==> config.mk <==
export PLATFORM = sky130hd
export DESIGN_NAME = crtvt_core
export DESIGN_NICKNAME = d
export VERILOG_FILES = /design/src/shared/crtvt_pkg.sv /design/src/logic/crtvt_sync2.sv /design/src/logic/crtvt_skew.sv /design/src/logic/crtvt_core.sv
export SDC_FILE = /design/constraint.sdc
export NUM_CORES = 1
export LEC_CHECK = 0
export BUFFER_PORTS_ARGS = -buffer_cell sky130_fd_sc_hd__buf_2
export CORE_MARGIN = 5
export CORE_UTILIZATION = 25
export CTS_CLUSTER_SIZE = 12
export DETAILED_ROUTE_END_ITERATION = 8
export GPL_TIMING_DRIVEN = 0
export SLEW_MARGIN = 20
export SYNTH_ARGS = -nofsm -noshare
export SYNTH_HDL_FRONTEND = slang
export SYNTH_HIERARCHICAL = 1
export SYNTH_SLANG_ARGS = --single-unit
==> constraint.sdc <==
create_clock -name core_clk -period 2.8 [get_ports core_clk]
set_input_delay 0.14 -clock core_clk [delete_from_list [all_inputs] [get_ports core_clk]]
set_output_delay 0.14 -clock core_clk [all_outputs]
set_load 0.005 [all_outputs]
==> src/shared/crtvt_pkg.sv <==
// Constants, register indices and types for the raster timing block.
// Assumes one core clock; character rate comes from an enable divider.
package crtvt_pkg;

  // Register indices as loaded into the pointer register
  localparam logic [4:0] IDX_HORIZ_TOTAL = 5'h00;
  localparam logic [4:0] IDX_HORIZ_DISPLAYED = 5'h01;
  localparam logic [4:0] IDX_HORIZ_SYNC_POS = 5'h02;
  localparam logic [4:0] IDX_SYNC_PULSE_WIDTHS = 5'h03;
  localparam logic [4:0] IDX_VERTICAL_TOTAL = 5'h04;
  localparam logic [4:0] IDX_VERTICAL_TOTAL_ADJUST = 5'h05;
  localparam logic [4:0] IDX_VERTICAL_DISPLAYED = 5'h06;
  localparam logic [4:0] IDX_VERTICAL_SYNC_POSITION = 5'h07;
  localparam logic [4:0] IDX_INTERLACE_AND_SKEW = 5'h08;
  localparam logic [4:0] IDX_MAX_RASTER_ADDRESS = 5'h09;
  localparam logic [4:0] IDX_CURSOR_START_RASTER = 5'h0a;
  localparam logic [4:0] IDX_CURSOR_END_RASTER = 5'h0b;
  localparam logic [4:0] IDX_REFRESH_START_HIGH = 5'h0c;
  localparam logic [4:0] IDX_REFRESH_START_LOW = 5'h0d;
  localparam logic [4:0] IDX_CURSOR_LOCATION_HIGH = 5'h0e;
  localparam logic [4:0] IDX_CURSOR_LOCATION_LOW = 5'h0f;
  localparam logic [4:0] IDX_PEN_CAPTURE_HIGH = 5'h10;
  localparam logic [4:0] IDX_PEN_CAPTURE_LOW = 5'h11;

  // Field positions
  localparam int HSW_LSB = 0;
  localparam int VSW_LSB = 4;
  localparam int SCAN_MODE_LSB = 0;
  localparam int ENABLE_DELAY_LSB = 4;
  localparam int CURSOR_DELAY_LSB = 6;
  localparam int CURSOR_MODE_LSB = 5;
  localparam int BLINK16_BIT = 3;
  localparam int BLINK32_BIT = 4;

  // Reset values
  localparam logic [7:0] REG_RESET = 8'h00;
  localparam logic [13:0] ADDR_RESET = 14'h0000;

  // Default character clock divide (core clocks per character)
  localparam int CHAR_DIV_DEFAULT = 1;

  typedef enum logic [1:0] {
    CUR_STEADY,
    CUR_HIDDEN,
    CUR_BLINK16,
    CUR_BLINK32
  } crtvt_cursor_mode_type;

  typedef enum logic [1:0] {
    SKEW_NONE,
    SKEW_ONE,
    SKEW_TWO,
    SKEW_OFF
  } crtvt_skew_type;

  typedef enum logic [1:0] {
    SCAN_PLAIN,
    SCAN_INTERLACE_SYNC,
    SCAN_PLAIN_ALT,
    SCAN_INTERLACE_VIDEO
  } crtvt_scan_type;

endpackage

==> src/logic/crtvt_sync2.sv <==
// Two-stage synchroniser for a bundle of pin inputs.
// Assumes the inputs are asynchronous to core_clk.
`timescale 1ns/1ps
module crtvt_sync2 #(
  parameter int WIDTH = 1
) (
  input wire logic core_clk,
  input wire logic rst_n,
  input wire logic [WIDTH-1:0] async_in,
  output logic [WIDTH-1:0] sync_out
);
  logic [WIDTH-1:0] stage1_q;

  always_ff @(posedge core_clk or negedge rst_n) begin
    if (!rst_n) begin
      stage1_q <= '0;
      sync_out <= '0;
    end else begin
      stage1_q <= async_in;
      sync_out <= stage1_q;
    end
  end
endmodule

==> src/logic/crtvt_skew.sv <==
// Selectable zero, one or two character delay of one timing signal.
// Assumes char_en pulses once per character time.
`timescale 1ns/1ps
module crtvt_skew
  import crtvt_pkg::*;
(
  input wire logic core_clk,
  input wire logic rst_n,
  input wire logic clear,
  input wire logic char_en,
  input crtvt_pkg::crtvt_skew_type skew_sel,
  input wire logic sig_in,
  output logic sig_out
);
  logic [1:0] delay_q;

  always_ff @(posedge core_clk or negedge rst_n) begin
    if (!rst_n) begin
      delay_q <= 2'h0;
      sig_out <= 1'b0;
    end else if (clear) begin
      delay_q <= 2'h0;
      sig_out <= 1'b0;
    end else if (char_en) begin
      delay_q <= {delay_q[0], sig_in};
      case (skew_sel)
        SKEW_NONE: sig_out <= sig_in;
        SKEW_ONE: sig_out <= delay_q[0];
        SKEW_TWO: sig_out <= delay_q[1];
        SKEW_OFF: sig_out <= 1'b0;
        default: sig_out <= 1'b0;
      endcase
    end
  end
endmodule

==> src/logic/crtvt_core.sv <==
// Raster timing core: indirect register file, counters, syncs, cursor, light pen.
// Assumes host bus and pen pins are asynchronous and pass synchronisers.
`timescale 1ns/1ps

module crtvt_core
  import crtvt_pkg::*;
#(
  parameter int CHAR_DIV = CHAR_DIV_DEFAULT
) (
  input wire logic core_clk,
  input wire logic rst_n,
  input wire logic reset_low_in,
  input wire logic pen_strobe_in,
  input wire logic bus_e,
  input wire logic bus_cs_n,
  input wire logic register_select,
  input wire logic bus_read,
  input wire logic [7:0] bus_data_in,
  output logic [7:0] bus_data_out,
  output logic bus_data_oe,
  output logic hsync_out,
  output logic vsync_out,
  output logic display_enable_out,
  output logic cursor_video_out,
  output logic [13:0] refresh_addr_out,
  output logic [4:0] raster_addr_out
);
  typedef enum {VP_ROWS, VP_ADJUST} crtvt_vphase_type;

  // Synchronised pins
  logic [11:0] bus_s;
  logic [1:0] misc_s;
  logic e_s, cs_n_s, sel_s, rd_s;
  logic [7:0] din_s;
  logic res_s, pen_s;

  crtvt_sync2 #(.WIDTH(12)) u_bus_sync (
    .core_clk(core_clk),
    .rst_n(rst_n),
    .async_in({bus_e, bus_cs_n, register_select, bus_read, bus_data_in}),
    .sync_out(bus_s)
  );

  crtvt_sync2 #(.WIDTH(2)) u_misc_sync (
    .core_clk(core_clk),
    .rst_n(rst_n),
    .async_in({reset_low_in, pen_strobe_in}),
    .sync_out(misc_s)
  );

  assign {e_s, cs_n_s, sel_s, rd_s, din_s} = bus_s;
  assign {res_s, pen_s} = misc_s;

  // Register file
  logic [4:0] pointer_register_q;
  logic [7:0] horiz_total_q, horiz_displayed_q, horiz_sync_pos_q;
  logic [7:0] sync_pulse_widths_q, interlace_and_skew_q;
  logic [6:0] vertical_total_q, vertical_displayed_q, vertical_sync_position_q;
  logic [4:0] vertical_total_adjust_q, max_raster_address_q, cursor_end_raster_q;
  logic [6:0] cursor_start_raster_q;
  logic [13:0] refresh_start_q, cursor_location_q, pen_capture_q;
  logic e_prev_q;
  logic host_write;

  assign host_write = e_prev_q && !e_s && !cs_n_s && !rd_s;

  always_ff @(posedge core_clk or negedge rst_n) begin
    if (!rst_n) begin
      e_prev_q <= 1'b0;
    end else begin
      e_prev_q <= e_s;
    end
  end

  // Writes land on the falling edge of the synchronised enable strobe
  always_ff @(posedge core_clk or negedge rst_n) begin
    if (!rst_n) begin
      pointer_register_q <= 5'h00;
      horiz_total_q <= REG_RESET;
      horiz_displayed_q <= REG_RESET;
      horiz_sync_pos_q <= REG_RESET;
      sync_pulse_widths_q <= REG_RESET;
      interlace_and_skew_q <= REG_RESET;
      vertical_total_q <= REG_RESET[6:0];
      vertical_total_adjust_q <= REG_RESET[4:0];
      vertical_displayed_q <= REG_RESET[6:0];
      vertical_sync_position_q <= REG_RESET[6:0];
      max_raster_address_q <= REG_RESET[4:0];
      cursor_start_raster_q <= REG_RESET[6:0];
      cursor_end_raster_q <= REG_RESET[4:0];
      refresh_start_q <= ADDR_RESET;
      cursor_location_q <= ADDR_RESET;
    end else if (host_write) begin
      if (!sel_s) begin
        pointer_register_q <= din_s[4:0];
      end else begin
        case (pointer_register_q)
          IDX_HORIZ_TOTAL: horiz_total_q <= din_s;
          IDX_HORIZ_DISPLAYED: horiz_displayed_q <= din_s;
          IDX_HORIZ_SYNC_POS: horiz_sync_pos_q <= din_s;
          IDX_SYNC_PULSE_WIDTHS: sync_pulse_widths_q <= din_s;
          IDX_VERTICAL_TOTAL: vertical_total_q <= din_s[6:0];
          IDX_VERTICAL_TOTAL_ADJUST: vertical_total_adjust_q <= din_s[4:0];
          IDX_VERTICAL_DISPLAYED: vertical_displayed_q <= din_s[6:0];
          IDX_VERTICAL_SYNC_POSITION: vertical_sync_position_q <= din_s[6:0];
          IDX_INTERLACE_AND_SKEW: interlace_and_skew_q <= din_s;
          IDX_MAX_RASTER_ADDRESS: max_raster_address_q <= din_s[4:0];
          IDX_CURSOR_START_RASTER: cursor_start_raster_q <= din_s[6:0];
          IDX_CURSOR_END_RASTER: cursor_end_raster_q <= din_s[4:0];
          IDX_REFRESH_START_HIGH: refresh_start_q[13:8] <= din_s[5:0];
          IDX_REFRESH_START_LOW: refresh_start_q[7:0] <= din_s;
          IDX_CURSOR_LOCATION_HIGH: cursor_location_q[13:8] <= din_s[5:0];
          IDX_CURSOR_LOCATION_LOW: cursor_location_q[7:0] <= din_s;
          default: ;
        endcase
      end
    end
  end

  // Read multiplexer: only start, cursor and pen pairs read back
  function automatic logic [7:0] read_mux(input logic [4:0] idx);
    case (idx)
      IDX_REFRESH_START_HIGH: read_mux = {2'h0, refresh_start_q[13:8]};
      IDX_REFRESH_START_LOW: read_mux = refresh_start_q[7:0];
      IDX_CURSOR_LOCATION_HIGH: read_mux = {2'h0, cursor_location_q[13:8]};
      IDX_CURSOR_LOCATION_LOW: read_mux = cursor_location_q[7:0];
      IDX_PEN_CAPTURE_HIGH: read_mux = {2'h0, pen_capture_q[13:8]};
      IDX_PEN_CAPTURE_LOW: read_mux = pen_capture_q[7:0];
      default: read_mux = 8'h00;
    endcase
  endfunction

  always_ff @(posedge core_clk or negedge rst_n) begin
    if (!rst_n) begin
      bus_data_out <= 8'h00;
      bus_data_oe <= 1'b0;
    end else begin
      bus_data_oe <= e_s && !cs_n_s && rd_s && sel_s;
      bus_data_out <= read_mux(pointer_register_q);
    end
  end

  // Field decode
  crtvt_scan_type scan_mode;
  crtvt_cursor_mode_type cursor_mode;
  crtvt_skew_type cursor_skew, enable_skew;
  logic [3:0] horizontal_width_field;
  logic [4:0] vertical_width_field;

  assign scan_mode = crtvt_scan_type'(interlace_and_skew_q[SCAN_MODE_LSB +: 2]);
  assign cursor_skew = crtvt_skew_type'(interlace_and_skew_q[CURSOR_DELAY_LSB +: 2]);
  assign enable_skew = crtvt_skew_type'(interlace_and_skew_q[ENABLE_DELAY_LSB +: 2]);
  assign cursor_mode = crtvt_cursor_mode_type'(cursor_start_raster_q[CURSOR_MODE_LSB +: 2]);
  assign horizontal_width_field = sync_pulse_widths_q[HSW_LSB +: 4];
  // Zero in the vertical field means sixteen lines
  assign vertical_width_field = (sync_pulse_widths_q[VSW_LSB +: 4] == 4'h0) ? 5'h10 :
               {1'b0, sync_pulse_widths_q[VSW_LSB +: 4]};

  // Counter clear: pin reset only acts while the pen strobe is low
  logic run_clear;
  assign run_clear = !res_s && !pen_s;

  // Character clock enable
  logic [7:0] div_q;
  logic char_en;

  always_ff @(posedge core_clk or negedge rst_n) begin
    if (!rst_n) begin
      div_q <= 8'h00;
    end else if (run_clear || div_q == 8'(CHAR_DIV - 1)) begin
      div_q <= 8'h00;
    end else begin
      div_q <= div_q + 8'h01;
    end
  end

  assign char_en = !run_clear && (div_q == 8'(CHAR_DIV - 1));

  // Timing counters
  crtvt_vphase_type vphase_q;
  logic [7:0] h_cnt_q;
  logic [6:0] row_q;
  logic [4:0] ra_q, adj_q;
  logic [13:0] ma_q, ma_row_q, ma_row_d;
  logic [4:0] frame_cnt_q;
  logic video_mode, interlaced, next_field;
  logic [4:0] ra_start, ra_step, ra_start_next;
  logic h_end, ra_last, row_done, frame_done;

  assign video_mode = (scan_mode == SCAN_INTERLACE_VIDEO);
  assign interlaced = (scan_mode == SCAN_INTERLACE_SYNC) || video_mode;
  assign next_field = ~frame_cnt_q[0];
  // Video mode scans every other raster, odd field starting on raster one
  assign ra_start = video_mode ? {4'h0, frame_cnt_q[0]} : 5'h00;
  assign ra_start_next = video_mode ? {4'h0, next_field} : 5'h00;
  assign ra_step = video_mode ? 5'h02 : 5'h01;
  assign ra_last = video_mode ? (ra_q >= max_raster_address_q) :
                   (ra_q == max_raster_address_q);
  assign h_end = (h_cnt_q == horiz_total_q);
  assign row_done = h_end && (vphase_q == VP_ROWS) && ra_last;
  assign frame_done = h_end && (((vphase_q == VP_ROWS) && ra_last &&
                      (row_q == vertical_total_q) && (vertical_total_adjust_q == 5'h00)) ||
                      ((vphase_q == VP_ADJUST) &&
                      (5'(adj_q + 5'h01) == vertical_total_adjust_q)));
  assign ma_row_d = frame_done ? refresh_start_q :
                    row_done ? 14'(ma_row_q + {6'h00, horiz_displayed_q}) :
                    ma_row_q;

  always_ff @(posedge core_clk or negedge rst_n) begin
    if (!rst_n) begin
      h_cnt_q <= 8'h00;
    end else if (run_clear) begin
      h_cnt_q <= 8'h00;
    end else if (char_en) begin
      h_cnt_q <= h_end ? 8'h00 : 8'(h_cnt_q + 8'h01);
    end
  end

  always_ff @(posedge core_clk or negedge rst_n) begin
    if (!rst_n) begin
      vphase_q <= VP_ROWS;
      row_q <= 7'h00;
      ra_q <= 5'h00;
      adj_q <= 5'h00;
      frame_cnt_q <= 5'h00;
    end else if (run_clear) begin
      vphase_q <= VP_ROWS;
      row_q <= 7'h00;
      ra_q <= 5'h00;
      adj_q <= 5'h00;
      frame_cnt_q <= 5'h00;
    end else if (char_en && h_end) begin
      if (frame_done) begin
        vphase_q <= VP_ROWS;
        row_q <= 7'h00;
        ra_q <= ra_start_next;
        adj_q <= 5'h00;
        frame_cnt_q <= 5'(frame_cnt_q + 5'h01);
      end else if (vphase_q == VP_ADJUST) begin
        adj_q <= 5'(adj_q + 5'h01);
        ra_q <= 5'(ra_q + 5'h01);
      end else if (ra_last) begin
        ra_q <= ra_start;
        if (row_q == vertical_total_q) begin
          vphase_q <= VP_ADJUST;
          ra_q <= 5'h00;
        end else begin
          row_q <= 7'(row_q + 7'h01);
        end
      end else begin
        ra_q <= 5'(ra_q + ra_step);
      end
    end
  end

  // Refresh address: per character, reloaded from the row base each line
  always_ff @(posedge core_clk or negedge rst_n) begin
    if (!rst_n) begin
      ma_q <= ADDR_RESET;
      ma_row_q <= ADDR_RESET;
    end else if (run_clear) begin
      ma_q <= refresh_start_q;
      ma_row_q <= refresh_start_q;
    end else if (char_en) begin
      ma_row_q <= h_end ? ma_row_d : ma_row_q;
      ma_q <= h_end ? ma_row_d : 14'(ma_q + 14'h0001);
    end
  end

  // Horizontal sync
  logic [3:0] hs_cnt_q;

  always_ff @(posedge core_clk or negedge rst_n) begin
    if (!rst_n) begin
      hsync_out <= 1'b0;
      hs_cnt_q <= 4'h0;
    end else if (run_clear) begin
      hsync_out <= 1'b0;
      hs_cnt_q <= 4'h0;
    end else if (char_en) begin
      if (!hsync_out && h_cnt_q == horiz_sync_pos_q && horizontal_width_field != 4'h0) begin
        hsync_out <= 1'b1;
        hs_cnt_q <= 4'h1;
      end else if (hsync_out) begin
        if (hs_cnt_q >= horizontal_width_field) begin
          hsync_out <= 1'b0;
        end else begin
          hs_cnt_q <= 4'(hs_cnt_q + 4'h1);
        end
      end
    end
  end

  // Vertical sync; odd interlaced fields tick at mid line
  logic [4:0] vs_cnt_q;
  logic vtick;

  assign vtick = (interlaced && frame_cnt_q[0]) ?
                 (h_cnt_q == {1'b0, horiz_total_q[7:1]}) : (h_cnt_q == 8'h00);

  always_ff @(posedge core_clk or negedge rst_n) begin
    if (!rst_n) begin
      vsync_out <= 1'b0;
      vs_cnt_q <= 5'h00;
    end else if (run_clear) begin
      vsync_out <= 1'b0;
      vs_cnt_q <= 5'h00;
    end else if (char_en && vtick) begin
      if (!vsync_out && vphase_q == VP_ROWS && row_q == vertical_sync_position_q &&
          ra_q == ra_start) begin
        vsync_out <= 1'b1;
        vs_cnt_q <= 5'h01;
      end else if (vsync_out) begin
        if (vs_cnt_q >= vertical_width_field) begin
          vsync_out <= 1'b0;
        end else begin
          vs_cnt_q <= 5'(vs_cnt_q + 5'h01);
        end
      end
    end
  end

  // Display enable and cursor before skew
  logic de_raw, cur_raw, blink_on;

  always_comb begin
    case (cursor_mode)
      CUR_STEADY: blink_on = 1'b1;
      CUR_HIDDEN: blink_on = 1'b0;
      CUR_BLINK16: blink_on = frame_cnt_q[BLINK16_BIT];
      CUR_BLINK32: blink_on = frame_cnt_q[BLINK32_BIT];
      default: blink_on = 1'b0;
    endcase
  end

  assign de_raw = (h_cnt_q < horiz_displayed_q) && (row_q < vertical_displayed_q) &&
                  (vphase_q == VP_ROWS);
  assign cur_raw = blink_on && de_raw && (ma_q == cursor_location_q) &&
                   (ra_q >= cursor_start_raster_q[4:0]) &&
                   (ra_q <= cursor_end_raster_q);

  crtvt_skew u_enable_skew (
    .core_clk(core_clk),
    .rst_n(rst_n),
    .clear(run_clear),
    .char_en(char_en),
    .skew_sel(enable_skew),
    .sig_in(de_raw),
    .sig_out(display_enable_out)
  );

  crtvt_skew u_cursor_skew (
    .core_clk(core_clk),
    .rst_n(rst_n),
    .clear(run_clear),
    .char_en(char_en),
    .skew_sel(cursor_skew),
    .sig_in(cur_raw),
    .sig_out(cursor_video_out)
  );

  // Address outputs
  always_ff @(posedge core_clk or negedge rst_n) begin
    if (!rst_n) begin
      refresh_addr_out <= ADDR_RESET;
      raster_addr_out <= 5'h00;
    end else if (run_clear) begin
      refresh_addr_out <= ADDR_RESET;
      raster_addr_out <= 5'h00;
    end else begin
      refresh_addr_out <= ma_q;
      raster_addr_out <= ra_q;
    end
  end

  // Light pen capture on rising edge of the synchronised strobe
  logic pen_prev_q;

  always_ff @(posedge core_clk or negedge rst_n) begin
    if (!rst_n) begin
      pen_prev_q <= 1'b0;
      pen_capture_q <= ADDR_RESET;
    end else begin
      pen_prev_q <= pen_s;
      if (pen_s && !pen_prev_q) begin
        pen_capture_q <= ma_q;
      end
    end
  end
endmodule

==> impl_results.md <==
* Aggregate routed wire length at 36300 microns
* GRT Util Overall at 0.121
* Worst min-delay path class: input port to async pin
* VDD IR max at 0.476 mV
* Vias in the first global route at 10100
* Clk slew on worst S/H paths at 0.06 ns
* Most frequent cells in the layout: dfrtp_1 (264), mux2_2 (125), nand2_1 (85)
* Sink Count at 270
* Vias at 9753
* Power Density at 748 mW/mm^2
* F_max at 0.371 GHz
* Antenna viol nets, final at 0
* GPL Wtd Cong at 0.860
* Nets@finish at 1393
* # rows at 85
* Die ar. at 0.0588 sq mm
* First-pass GRT wire length at 57800 microns
* Top FF cell, synth: dfrtp_1
* PortBufs at 47
* Sequential fraction of the synthesis area at 0.500
* Routed wire length per instance at 17.9 microns
* CP Max Fanout at 9
* Tot Pwr at 12.0 mW
* Inserted Diodes at 0
* Most common cell after layout, fill and taps aside: dfrtp_1
* FF-to-FF setup slack at 0.11 ns
* Yosys cell types at 84
* Post-Layout Cell Count at 2032
* Via/cell ratio at 4.80
* Post-synth EDFFs at 0
* Storage cell area at 0.00676 sq mm
* Pleak at 7.56 nW
* CP required at 3.25 ns
* Max-slew headroom at 0.355
* Core footprint at 0.0537 sq mm
* Layout cell share with drive strength beyond 1 at 0.234
* Final setup fails at 0
* CTS buffer count at 30
* Final max-slew violation count at 0
* Syn Std Cell Area at 0.0135 sq mm
* Final-layout fill cell count at 5382
* Die X at 243 microns
* Hold Fails Final Rpt at 0
* Final HPWL DP at 26000 microns
* Worst Path Arrival at 3.14 ns
* YS warnings at 6
* Growth of design area from synthesis to finish at 19.0%
* Final core occ at 0.300
* CTS max path bufs at 3
* Initial core utilization at 0.252
* CTS H-tree depth at 1
* IO Pins at 48
* Worst-Skew Late Latency at 0.58 ns
* Pin count of the biggest net entering global routing at 97
* TritonCTS clock tree: yes
* Seq cells post-synth at 270
* Synth Instances at 1204
* Placed Cells at 1951
* Antenna violations before repair at 1
* Layout Skew at 0.0289 ns
* Max-capacitance violation count at 0
* Tmin final at 2.69 ns
* Tightest Pin Transition at 0.967 ns
* DR DRC count at 0
* Grt ovf at 0
* Post-synth ARST share at 1.00
* Clock Tree Root: clkbuf_16
* First-pass DRT Iterations at 5
* Multi-input gate area at 0.00645 sq mm
* DRT iter0 DRCs at 598
* Die extent in y at 243 microns
* Crit path capture type: flip-flop
* Crit path kind: flip-flop to flip-flop
* Syn_area_per_cell at 11.2 sq um
* CP Launch Type: flip-flop
* Final worst-path cycle share at 0.962
* Status: finished clean
* Syn nets at 1280
## layout make-up
| cell class | instances | area share |
|---|---|---|
| clock inverter | 7 | 0.00459 |
| clock buffer | 44 | 0.0543 |
| multi-input combinational | 833 | 0.401 |
| buffer | 46 | 0.0153 |
| timing repair buffer | 83 | 0.0382 |
| inverter | 53 | 0.0124 |
| sequential | 270 | 0.420 |
| tap | 696 | 0.0541 |
## path summary, 6_finish.rpt
kind | from | end | cells past startpoint
max in group asynchronous | rst_n | vertical_total_adjust_q[3] | 4
setup reg to reg | ra_q[3] | ma_row_q[4] | 8
hold / removal | rst_n | u_bus_sync/stage1_q[7] | 2
min in group core_clk | bus_read | u_bus_sync/stage1_q[8] | 2
setup / recovery | ra_q[3] | ma_row_q[4] | 8
hold reg to reg | u_bus_sync/stage1_q[10] | u_bus_sync/sync_out[10] | 0
## timing repair
item / 4_1_cts / 5_1_grt
pin swaps: 4 / 3
gates resized for setup: 18 / 20
hold buffers: 15 / 0
buffers inserted: 9 / 8
endpoints found under the setup margin: 57 / 39
endpoints found under the hold margin: 123 / 0
## stage by stage
stage	worst slack, ns	hold WS (ns)	setup TNS, ns	area [sq um]
6_report	0.106	0.123	0	16100
3_3_place_gp	-3.40	0.248	-917.60	14600
3_5_place_dp	-0.407	0.0997	-10.63	14700
5_1_grt	-0.0000953	0.168	-0.0000953	16100
4_1_cts	-0.0312	0.138	-0.0589	16000
2_1_floorplan	0.255	-0.156	0	13500
## Yosys cell counts, types with 3 or more instances
master,number,area [sq um]
a211oi_1,4,30.0
a21o_1,11,82.6
a21oi_1,46,230
a22o_1,5,43.8
a22oi_1,24,180
a31oi_1,3,18.8
and2_1,23,144
and3_1,13,81.3
buf_2,7,35.0
buf_6,5,56.3
clkbuf_1,33,124
dfrtp_1,270,6760
ha_1,58,726
inv_1,52,195
mux2_2,125,1410
mux2i_1,12,120
nand2_1,85,319
nand2b_1,16,100
nand3_1,38,190
nand3b_1,4,30.0
nand4_1,14,87.6
nor2_1,58,218
nor2b_1,12,75.1
nor3_1,24,120
nor3b_1,5,37.5
nor4_1,14,87.6
o211ai_1,7,52.6
o21a_1,5,37.5
o21ai_0,51,255
o21ai_1,4,20.0
o22ai_1,7,43.8
o31ai_1,6,45.0
o41ai_1,5,43.8
or3_1,5,31.3
or4_1,3,22.5
xnor2_1,25,219
xnor2_2,3,48.8
xor2_1,57,499
## routing by layer
metal  track usage  wire length (microns)  up-vias
met5             0                     13        -
li1              -                      -     4529
met4        0.0472                   1350        2
met3        0.0227                   1960       76
met1         0.156                  15900     4881
met2         0.200                  17100      265
## flip-flops by register name (all words and copies together) (netlist names), 12 cells and up
signal               flops
refresh_start_q         14
pen_capture_q           14
u_bus_sync/stage1_q     12
ma_q                    14
u_bus_sync/sync_out     12
ma_row_q                14
refresh_addr_out        14
cursor_location_q       14
## critical path, cell delays in order, from the launching register on
cell	delay, ns
dfrtp_2	0.50
ha_1	0.30
nand2_1	0.14
a211o_2	0.39
a2111oi_4	0.37
buf_6	0.18
mux2_2	0.34
a22oi_2	0.26
nand2_1	0.09
## report_power, final
part	switching, mW	internal, mW
clock network	1.59	2.23
logic	1.94	1.37
registers	0.512	4.40
total	4.04	8.00
## cell families (layout without fill, tap and decap cells)
| group | after synthesis | in the layout | synth area share |
|---|---|---|---|
| buf+inv | 101 | 233 | 0.0325 |
| xor+xnor | 86 | 86 | 0.0588 |
| mux | 137 | 137 | 0.113 |
| compound gates | 215 | 215 | 0.109 |
| simple gates | 335 | 335 | 0.130 |
| flops | 270 | 270 | 0.500 |
| fa+ha+maj | 60 | 60 | 0.0566 |
Power figures use the tool's default switching activity.
